==> config.mk <==
export PLATFORM = sky130hd
export DESIGN_NAME = rx_and_phy_reset_control
export DESIGN_NICKNAME = d
export VERILOG_FILES = /design/src/hdl/rst_ctl_pkg.sv /design/src/hdl/phy_ctrl_if.sv /design/src/hdl/phy_control_regs.sv /design/src/hdl/rx_and_phy_reset_control.sv
export VERILOG_INCLUDE_DIRS = /design/src /design/src/hdl
export SDC_FILE = /design/constraint.sdc
export NUM_CORES = 1
export LEC_CHECK = 0
export BUFFER_PORTS_ARGS = -buffer_cell sky130_fd_sc_hd__clkbuf_2
export CORE_MARGIN = 1.5
export CORE_UTILIZATION = 40
export DETAILED_ROUTE_END_ITERATION = 8
export PLACE_DENSITY = 0.86
export SLEW_MARGIN = 30
export SYNTH_ARGS = -nofsm -noshare
export SYNTH_HDL_FRONTEND = slang
export SYNTH_SLANG_ARGS = --single-unit
==> constraint.sdc <==
create_clock -name clk -period 1.4 [get_ports clk]
set_input_delay 0.14 -clock clk [delete_from_list [all_inputs] [get_ports clk]]
set_output_delay 0.14 -clock clk [all_outputs]
set_load 0.01 [all_outputs]
==> src/hdl/rst_ctl_defs.svh <==
// Purpose: register offsets, field positions, reset values and timing counts
// Assumes: 32-bit avalon word addressing, one register per word
// Notes: included by the two design files, not by the package
`ifndef RST_CTL_DEFS_SVH
`define RST_CTL_DEFS_SVH

`define ADDR_W 4
// register word addresses
`define ETH_CONTROL_ONE_ADDR 4'h0
`define PHY_CONTROL_ONE_ADDR 4'h1
`define RX_STATUS_ADDR 4'h2
// eth_control_one fields
`define RECEIVE_ENABLE_POS 2
`define RECEIVE_RESET_POS 6
// phy_control_one fields
`define PHY_SOFT_RESET_POS 15
`define PHY_LOOPBACK_POS 14
`define PHY_POWER_DOWN_POS 11
`define PHY_RSVD_HI_POS 10
`define PHY_DUPLEX_POS 8
`define PHY_RSVD_LO_POS 7
// writable bits of phy_control_one; everything else reads zero
`define PHY_CTRL_MASK 16'hc900
// phy reset delay, in nanoseconds, and derived cycle count at 40 ns
`define CLK_PERIOD_NS 40
`define PHY_RESET_TIME_NS 10000
`define PHY_RESET_CYCLES ((`PHY_RESET_TIME_NS + `CLK_PERIOD_NS - 1) / `CLK_PERIOD_NS)
`define PHY_CNT_W 16
// answer for unmapped reads
`define UNMAPPED_DATA 32'h0000_0000

`endif

==> src/hdl/rst_ctl_pkg.sv <==
// Purpose: shared types for the receive and phy reset control block
// Assumes: rst_ctl_defs.svh holds all numbers
// Notes: only types live here
package rst_ctl_pkg;
  typedef enum logic [1:0] {
    PHY_IDLE,
    PHY_IN_RESET
  } phy_state_t;

  typedef enum logic [1:0] {
    BUS_IDLE,
    BUS_ANSWER
  } bus_state_t;
endpackage

==> src/hdl/phy_ctrl_if.sv <==
// Purpose: carries phy control register values to the phy control register module
// Assumes: single clock domain
// Notes: the main module drives writes, the register module returns state
`timescale 1ns/1ps
interface phy_ctrl_if;
  logic wr_en;
  logic [15:0] wr_data;
  logic soft_reset_req;
  logic [15:0] rd_data;
  logic in_reset;
  logic loopback;
  logic power_down;
  logic full_duplex;

  modport ctl (
    output wr_en,
    output wr_data,
    output soft_reset_req,
    input rd_data,
    input in_reset,
    input loopback,
    input power_down,
    input full_duplex
  );
  modport regs (
    input wr_en,
    input wr_data,
    input soft_reset_req,
    output rd_data,
    output in_reset,
    output loopback,
    output power_down,
    output full_duplex
  );
endinterface // phy_ctrl_if

==> src/hdl/phy_control_regs.sv <==
// Purpose: phy control register with self-clearing software reset
// Assumes: synchronous reset, strap level stable at reset release
// Notes: the reset delay is a parameter so simulation may shorten it
`timescale 1ns/1ps
`include "rst_ctl_defs.svh"
module phy_control_regs
  import rst_ctl_pkg::*;
#(
  parameter int unsigned PHY_RESET_CYCLES = `PHY_RESET_CYCLES
) (
  input wire logic clk,
  input wire logic srst,
  input wire logic second_led_pin,
  phy_ctrl_if.regs pc
);
  localparam logic [`PHY_CNT_W-1:0] CNT_LAST = `PHY_CNT_W'(PHY_RESET_CYCLES - 1);

  phy_state_t state_reg;
  logic [`PHY_CNT_W-1:0] cnt_reg;
  logic loopback_reg;
  logic power_down_reg;
  logic duplex_reg;
  logic strap_take_reg;
  logic reset_start;

  // a write with bit 15 high, or a system reset request, starts the phy reset
  assign reset_start = pc.soft_reset_req ||
    (pc.wr_en && pc.wr_data[`PHY_SOFT_RESET_POS]);

  // reset sequencer; bit stays one until the count expires
  always_ff @(posedge clk) begin
    if (srst) begin
      state_reg <= PHY_IDLE;
      cnt_reg <= '0;
    end else begin
      case (state_reg)
        PHY_IDLE: begin
          cnt_reg <= '0;
          if (reset_start) begin
            state_reg <= PHY_IN_RESET; // [RULE7]
          end
        end
        PHY_IN_RESET: begin
          if (cnt_reg == CNT_LAST) begin
            state_reg <= PHY_IDLE; // [RULE8] [RULE16]
            cnt_reg <= '0;
          end else begin
            cnt_reg <= cnt_reg + 1'b1; // [RULE16]
          end
        end
        default: begin
          state_reg <= PHY_IDLE;
          cnt_reg <= '0;
        end
      endcase
    end
  end

  // duplex strap is caught on the first clock after reset release
  always_ff @(posedge clk) begin
    if (srst) begin
      strap_take_reg <= 1'b1;
    end else begin
      strap_take_reg <= 1'b0;
    end
  end

  // control bits; a phy reset restores defaults, duplex from the led strap
  always_ff @(posedge clk) begin
    if (srst) begin
      loopback_reg <= 1'b0;
      power_down_reg <= 1'b0;
      duplex_reg <= 1'b0;
    end else if (strap_take_reg || reset_start) begin
      loopback_reg <= 1'b0; // [RULE7]
      power_down_reg <= 1'b0;
      duplex_reg <= second_led_pin; // [RULE13]
    end else if (pc.wr_en && state_reg == PHY_IDLE) begin
      loopback_reg <= pc.wr_data[`PHY_LOOPBACK_POS]; // [RULE10]
      power_down_reg <= pc.wr_data[`PHY_POWER_DOWN_POS]; // [RULE11]
      duplex_reg <= pc.wr_data[`PHY_DUPLEX_POS]; // [RULE12]
    end
  end

  // read view, no extra stage so the bus register sees current state
  always_comb begin
    pc.rd_data = 16'h0000; // [RULE15]
    pc.rd_data[`PHY_SOFT_RESET_POS] = (state_reg == PHY_IN_RESET); // [RULE8]
    pc.rd_data[`PHY_LOOPBACK_POS] = loopback_reg;
    pc.rd_data[`PHY_POWER_DOWN_POS] = power_down_reg;
    pc.rd_data[`PHY_DUPLEX_POS] = duplex_reg;
  end

  assign pc.in_reset = (state_reg == PHY_IN_RESET);
  assign pc.loopback = loopback_reg;
  assign pc.power_down = power_down_reg;
  assign pc.full_duplex = duplex_reg;
endmodule // phy_control_regs

==> src/hdl/rx_and_phy_reset_control.sv <==
// Purpose: receive-only reset and phy software reset control with avalon registers
// Assumes: one 25 MHz clock, synchronous active-high reset, master holds requests
// Notes: register answers come one cycle after the request is seen
`timescale 1ns/1ps
`include "rst_ctl_defs.svh"

// Overview of operation
// RULE1: setting receive reset holds only the receive logic in reset.
// RULE2: setting receive reset while reception enabled clears the enable bit.
// RULE3: a packet in progress is aborted at once on receive reset.
// RULE4: receive reset leaves all other registers and blocks untouched.
// RULE5: system reset also performs the receive-only reset action.
// RULE6: host clears receive reset itself to resume reception.
// RULE7: writing one to phy bit 15 restores all phy registers to defaults.
// RULE8: phy reset bit reads one until the internal delay ends.
// RULE9: host polls the phy reset bit before using the phy.
// RULE10: loopback bit 14 returns transmit data and disables twisted pair.
// RULE11: power-down bit 11 shuts the phy down.
// RULE12: duplex bit 8 selects full duplex when one, half when zero.
// RULE13: duplex reset value follows the led strap on the second led pin.
// RULE14: host writes zero to reserved phy bits 10 and 7.
// RULE15: unimplemented phy bits 13-12, 9 and 6-0 read zero.
// RULE16: phy reset delay is a parameterised cycle count.
module rx_and_phy_reset_control
  import rst_ctl_pkg::*;
#(
  parameter int unsigned PHY_RESET_CYCLES = `PHY_RESET_CYCLES
) (
  input wire logic clk,
  input wire logic srst,
  input wire logic system_reset_req,
  input wire logic [`ADDR_W-1:0] avs_address,
  input wire logic avs_read,
  input wire logic avs_write,
  input wire logic [31:0] avs_writedata,
  input wire logic [3:0] avs_byteenable,
  output logic [31:0] avs_readdata,
  output logic avs_waitrequest,
  input wire logic rx_packet_active,
  input wire logic second_led_pin,
  output logic rx_logic_reset,
  output logic rx_abort,
  output logic rx_enable,
  output logic phy_in_reset,
  output logic phy_loopback,
  output logic twisted_pair_enable,
  output logic phy_power_down,
  output logic phy_full_duplex
);
  phy_ctrl_if pc ();

  bus_state_t bus_state_reg;
  logic receive_enable_bit_reg;
  logic receive_reset_bit_reg;
  logic rx_abort_reg;
  logic rx_aborted_seen_reg;
  logic [31:0] rdata_reg;
  logic req;
  logic wr_take;
  logic rd_take;
  logic low_lane;
  logic high_lane;
  logic ecs_wr;
  logic phy_wr;
  logic rx_reset_rise;
  logic sys_rx_reset;

  // address compare shared by read and write paths
  function automatic logic addr_hit(input logic [`ADDR_W-1:0] a, input logic [`ADDR_W-1:0] b);
    addr_hit = (a == b);
  endfunction

  // status word for the receive path
  function automatic logic [31:0] rx_status_word(input logic rst_b, input logic act,
                                                input logic ab);
    rx_status_word = {29'h0000_0000, ab, act, rst_b};
  endfunction

  // bus request decode; a request is answered one cycle after it is seen
  assign req = avs_read || avs_write;
  assign avs_waitrequest = req && (bus_state_reg != BUS_ANSWER);
  assign wr_take = avs_write && (bus_state_reg == BUS_ANSWER);
  assign rd_take = avs_read && (bus_state_reg == BUS_ANSWER);
  assign low_lane = avs_byteenable[0];
  assign high_lane = avs_byteenable[1];
  assign ecs_wr = wr_take && low_lane && addr_hit(avs_address, `ETH_CONTROL_ONE_ADDR);
  assign phy_wr = wr_take && (low_lane || high_lane) &&
    addr_hit(avs_address, `PHY_CONTROL_ONE_ADDR);

  // system reset request runs the same receive reset action
  assign sys_rx_reset = system_reset_req; // [RULE5]

  // rising edge of receive reset, by write or by system reset
  assign rx_reset_rise = (ecs_wr && avs_writedata[`RECEIVE_RESET_POS] &&
    !receive_reset_bit_reg) || sys_rx_reset;

  // bus handshake state
  always_ff @(posedge clk) begin
    if (srst) begin
      bus_state_reg <= BUS_IDLE;
    end else begin
      case (bus_state_reg)
        BUS_IDLE: begin
          if (req) begin
            bus_state_reg <= BUS_ANSWER;
          end
        end
        BUS_ANSWER: begin
          bus_state_reg <= BUS_IDLE;
        end
        default: begin
          bus_state_reg <= BUS_IDLE;
        end
      endcase
    end
  end

  // receive reset bit: set and cleared by the host, also cleared by a system reset request
  always_ff @(posedge clk) begin
    if (srst) begin
      receive_reset_bit_reg <= 1'b0;
    end else if (sys_rx_reset) begin
      receive_reset_bit_reg <= 1'b0; // [RULE5]
    end else if (ecs_wr) begin
      receive_reset_bit_reg <= avs_writedata[`RECEIVE_RESET_POS]; // [RULE1] [RULE6]
    end
  end

  // receive enable: hardware clears it when receive reset is set
  always_ff @(posedge clk) begin
    if (srst) begin
      receive_enable_bit_reg <= 1'b0;
    end else if (rx_reset_rise) begin
      receive_enable_bit_reg <= 1'b0; // [RULE2]
    end else if (ecs_wr) begin
      receive_enable_bit_reg <= avs_writedata[`RECEIVE_ENABLE_POS];
    end
  end

  // abort pulse for a packet caught in flight
  always_ff @(posedge clk) begin
    if (srst) begin
      rx_abort_reg <= 1'b0;
    end else begin
      rx_abort_reg <= rx_reset_rise && rx_packet_active; // [RULE3]
    end
  end

  // sticky record of an aborted packet, cleared by writing one
  always_ff @(posedge clk) begin
    if (srst) begin
      rx_aborted_seen_reg <= 1'b0;
    end else if (rx_reset_rise && rx_packet_active) begin
      rx_aborted_seen_reg <= 1'b1;
    end else if (wr_take && low_lane && addr_hit(avs_address, `RX_STATUS_ADDR) &&
                 avs_writedata[2]) begin
      rx_aborted_seen_reg <= 1'b0;
    end
  end

  // read data mux; reserved bits and unmapped words read zero
  always_ff @(posedge clk) begin
    if (srst) begin
      rdata_reg <= `UNMAPPED_DATA;
    end else if (avs_read && bus_state_reg == BUS_IDLE) begin
      if (addr_hit(avs_address, `ETH_CONTROL_ONE_ADDR)) begin
        rdata_reg <= 32'h0000_0000;
        rdata_reg[`RECEIVE_RESET_POS] <= receive_reset_bit_reg;
        rdata_reg[`RECEIVE_ENABLE_POS] <= receive_enable_bit_reg;
      end else if (addr_hit(avs_address, `PHY_CONTROL_ONE_ADDR)) begin
        rdata_reg <= {16'h0000, pc.rd_data}; // [RULE15]
      end else if (addr_hit(avs_address, `RX_STATUS_ADDR)) begin
        rdata_reg <= rx_status_word(receive_reset_bit_reg, rx_packet_active,
                                    rx_aborted_seen_reg);
      end else begin
        rdata_reg <= `UNMAPPED_DATA;
      end
    end
  end

  assign avs_readdata = rdata_reg;

  // phy register block; reserved bits written are dropped by the mask
  assign pc.wr_en = phy_wr;
  assign pc.wr_data = avs_writedata[15:0] & `PHY_CTRL_MASK; // [RULE14]
  assign pc.soft_reset_req = system_reset_req;

  phy_control_regs #(
    .PHY_RESET_CYCLES(PHY_RESET_CYCLES)
  ) u_phy_regs (
    .clk(clk),
    .srst(srst),
    .second_led_pin(second_led_pin),
    .pc(pc)
  );

  // receive logic held only by receive reset; other blocks keep running
  assign rx_logic_reset = receive_reset_bit_reg || sys_rx_reset; // [RULE1] [RULE4]
  assign rx_abort = rx_abort_reg;
  // enable drops in the same cycle as a system reset request too
  assign rx_enable = receive_enable_bit_reg && !rx_logic_reset; // [RULE1]

  // phy controls; only twisted pair enable is gated while the phy is held in reset
  assign phy_in_reset = pc.in_reset; // [RULE9]
  assign phy_loopback = pc.loopback; // [RULE10]
  assign twisted_pair_enable = !pc.loopback && !pc.power_down &&
    !pc.in_reset; // [RULE10] [RULE11]
  assign phy_power_down = pc.power_down; // [RULE11]
  assign phy_full_duplex = pc.full_duplex; // [RULE12]
endmodule // rx_and_phy_reset_control

==> reports/metrics.csv <==
metric;value;unit
post-synth-top-count-cell;sky130_fd_sc_hd__dfxtp_1;
cap_viol_max_count;0;
route.detailed.drc;0;
synth.cells.most_frequent;sky130_fd_sc_hd__dfxtp_1 (34), sky130_fd_sc_hd__nor2_1 (31), sky130_fd_sc_hd__buf_4 (24);
cp.arrival;1630;ps
area_delta_synth_final;25.4;%
async_flop_share;0;%
power_density;925;nW/um2
initialDrtViolationCount;70;
dr_total_vias;1523;
synth.cell_area;1700;um2
synth-edff-count;0;
power.share.switching;26.0;%
post_dp_cell_area;2010;um2
synth-warning-count;0;
drive_gt1_share;30.8;%
cp-start-kind;flip-flop;
post-layout-total-power;1.98;mW
boundaryPins;88;
n_antenna_cell;0;
power.combinational.fraction;10.7;%
finalWirelength;3740;um
grt_util_overall;17.3;%
worst-path-stages;5;
setup-violations-final;1;
cts_htree_levels;2;
start_util;42.0;%
cp_slowest_cell;sky130_fd_sc_hd__or4_1;
peakVddDrop;0.000341;V
total_leakage_power;0.876;nW
wl_met1;1530;um
synth_largest_area_cell;sky130_fd_sc_hd__dfxtp_1;
cpPeakStageDelay;400;ps
timing.final.hold_violations;0;
status;finished with violations;
fp-row-count;23;
tritoncts;done;
dr_wl_met3;209;um
grt_antenna_before_repair;0;
hold-path-cell-count;1;
p_sw;514;uW
root_buffer;sky130_fd_sc_hd__clkbuf_8;
fill_cells;391;
holdCritPathClass;in -> reg;
ys_ff_latch;34;
worstSetupPathType;reg -> reg;
syn-instance-count;203;
multi_input_logic_area;905;um2
synth_top_flop_cell;sky130_fd_sc_hd__dfxtp_1;
total_clock_buffers_created_by_cts;5;
failed_checks;setup timing;
routability_congestion;0.836;
min_period_over_period;101;%
drt-wirelength-per-cell;11.9;um
via_count_of_the_first_global_routing_pass;1382;
critPathCaptureType;flip-flop;
yosys-top-cells-area;sky130_fd_sc_hd__dfxtp_1 (40%), sky130_fd_sc_hd__buf_4 (11%), sky130_fd_sc_hd__nor2_1 (6.8%);
drt-pass1-iter-count;4;
grt-ovfl-total;0;
die_outline_area;4660;um2
routed_via_density;4.87;
highest-signal-layer;met4;
nets;311;
count_of_distinct_cell_types_in_the_synthesized_netlist;40;
routed_length_on_met2;1930;um
path_max_fanout;4;
critPathRequiredTime;1620;ps
cts.sink_count;34;
final_setup_slack_of_the_worst_path;-8.24;ps
timing.final.max_slew_violations;0;
critPathTopFamily;simple AND/OR/NAND/NOR gates;
worstPathCellList;ha_4, nand3_2, or2_0, or4_1, a21oi_1;
port_buffers;35;
min_period;1410;ps
max_clock_freq;710;MHz
design.core.area;4060;um2
die_h;68.2;um
seqPwrFrac;50.5;%
clock_latency_at_the_later_pin_of_the_worst_skew_pair;290;ps
register_area;692;um2
finClkSkew;6.70;ps
grt_pass1_wl;5910;um
postRouteAntennaNets;0;
post-synth-top-area-fraction;40.0;%
p_int;1.46;mW
p_clk_share;38.7;%
clock_tree.buffer_depth;2;
worst_path_clk_slew;70;ps
syn-mean-instance-area;8.39;um2
post-dp-hpwl;2820;um
worstRegToRegCells;5;
largest_register_ff_count;16;
pin_count_of_the_biggest_net_entering_global_routing;12;
timing.critical_path.buf_inv;0;
postLayoutCellArea;2140;um2
floorplan.die.width;68.2;um
rsz0062_at_grt;yes;
synth.yosys.seq_area_share;40.0;%
==> placed cells by master (no fill, tap or decap), drive strengths merged, types with 3 or more instances in the layout <==
cell type,n
buf,23
nand3,13
clkbuf,41
nand2,15
xor2,5
xnor2,8
conb,24
nor4,6
a22oi,4
nand4,4
a21oi,6
nor2,31
o21ai,3
inv,7
dfxtp,34
nor3,10
==> through the flow <==
stage | TNS (ps) | hold WS (ps) | util [%] | cells | setup slack (ps)
after floorplan | 0 | 168 | - | 226 | 0.307
after global placement | -211 | 332 | 49.4 | 304 | -87.8
after detailed placement | -246 | 327 | 49.4 | 304 | -96.6
after CTS | -7.87 | 16.6 | 51.9 | 312 | -7.87
after global routing | -1390 | 14.8 | 52.6 | 313 | -104
final | -8.24 | 29.6 | 52.6 | 313 | -8.24
==> worst register-to-register path, stage by stage, from the launching register on <==
cell	delay, ps
sky130_fd_sc_hd__dfxtp_4	370
sky130_fd_sc_hd__ha_4	140
sky130_fd_sc_hd__nand3_2	80
sky130_fd_sc_hd__or2_0	220
sky130_fd_sc_hd__or4_1	400
sky130_fd_sc_hd__a21oi_1	120
==> power groups by stage <==
stage / Combinational [mW] / Sequential [mW] / Clock, mW
6_report: 0.212 / 0.999 / 0.765
5_1_grt: 0.237 / 1.00 / 0.838
4_1_cts: 0.207 / 0.998 / 0.789
3_5_place_dp: 0.207 / 1.02 / 0
3_3_place_gp: 0.203 / 1.02 / 0
2_1_floorplan: 0.159 / 1.03 / 0
==> repair_timing <==
action                                  4_1_cts  5_1_grt
endpoints found under the setup margin        1       17
gates resized for setup                       2        6
hold buffers                                  0        0
pin swaps                                     1        1
buffers inserted                              0        1
==> cells by family after synthesis <==
group	count (synthesis)	synth area share (%)
buffers and inverters	36	14.1
AO/OA/AOI/OAI	22	9.48
other	1	0.220
XOR/XNOR	13	6.69
multiplexers	2	1.25
flip-flops	34	40.0
AND/OR/NAND/NOR	93	26.8
adder cells (fa/ha/maj)	2	1.47
==> layer usage <==
layer / vias up / global-route usage, %
li1: 767 / -
met1: 700 / 17.3
met2: 48 / 30.6
met3: 8 / 6.41
met4: 0 / 9.75
met5: - / 0
==> final timing paths <==
| path | start | to | slack (ps) |
|---|---|---|---|
| worst max register to register | u_phy_regs.cnt_reg[0]$_SDFF_PP0_ | u_phy_regs.cnt_reg[14]$_SDFF_PP0_ | -8 |
| worst min register to register | u_phy_regs.cnt_reg[0]$_SDFF_PP0_ | u_phy_regs.cnt_reg[0]$_SDFF_PP0_ | 450 |
| worst min-delay path | srst | u_phy_regs.strap_take_reg$_DFF_P_ | 30 |
| worst max-delay path | u_phy_regs.cnt_reg[0]$_SDFF_PP0_ | u_phy_regs.cnt_reg[14]$_SDFF_PP0_ | -8 |
==> final cells by class <==
class	instances	share of cell area (%)
Inverter	7	1.23
Sequential cell	34	32.4
Tap cell	50	2.93
Clock inverter	2	0.586
Multi-Input combinational cell	156	42.4
Clock buffer	6	3.87
Timing Repair Buffer	58	16.6
No activity file was read; power rests on OpenSTA's default activity.
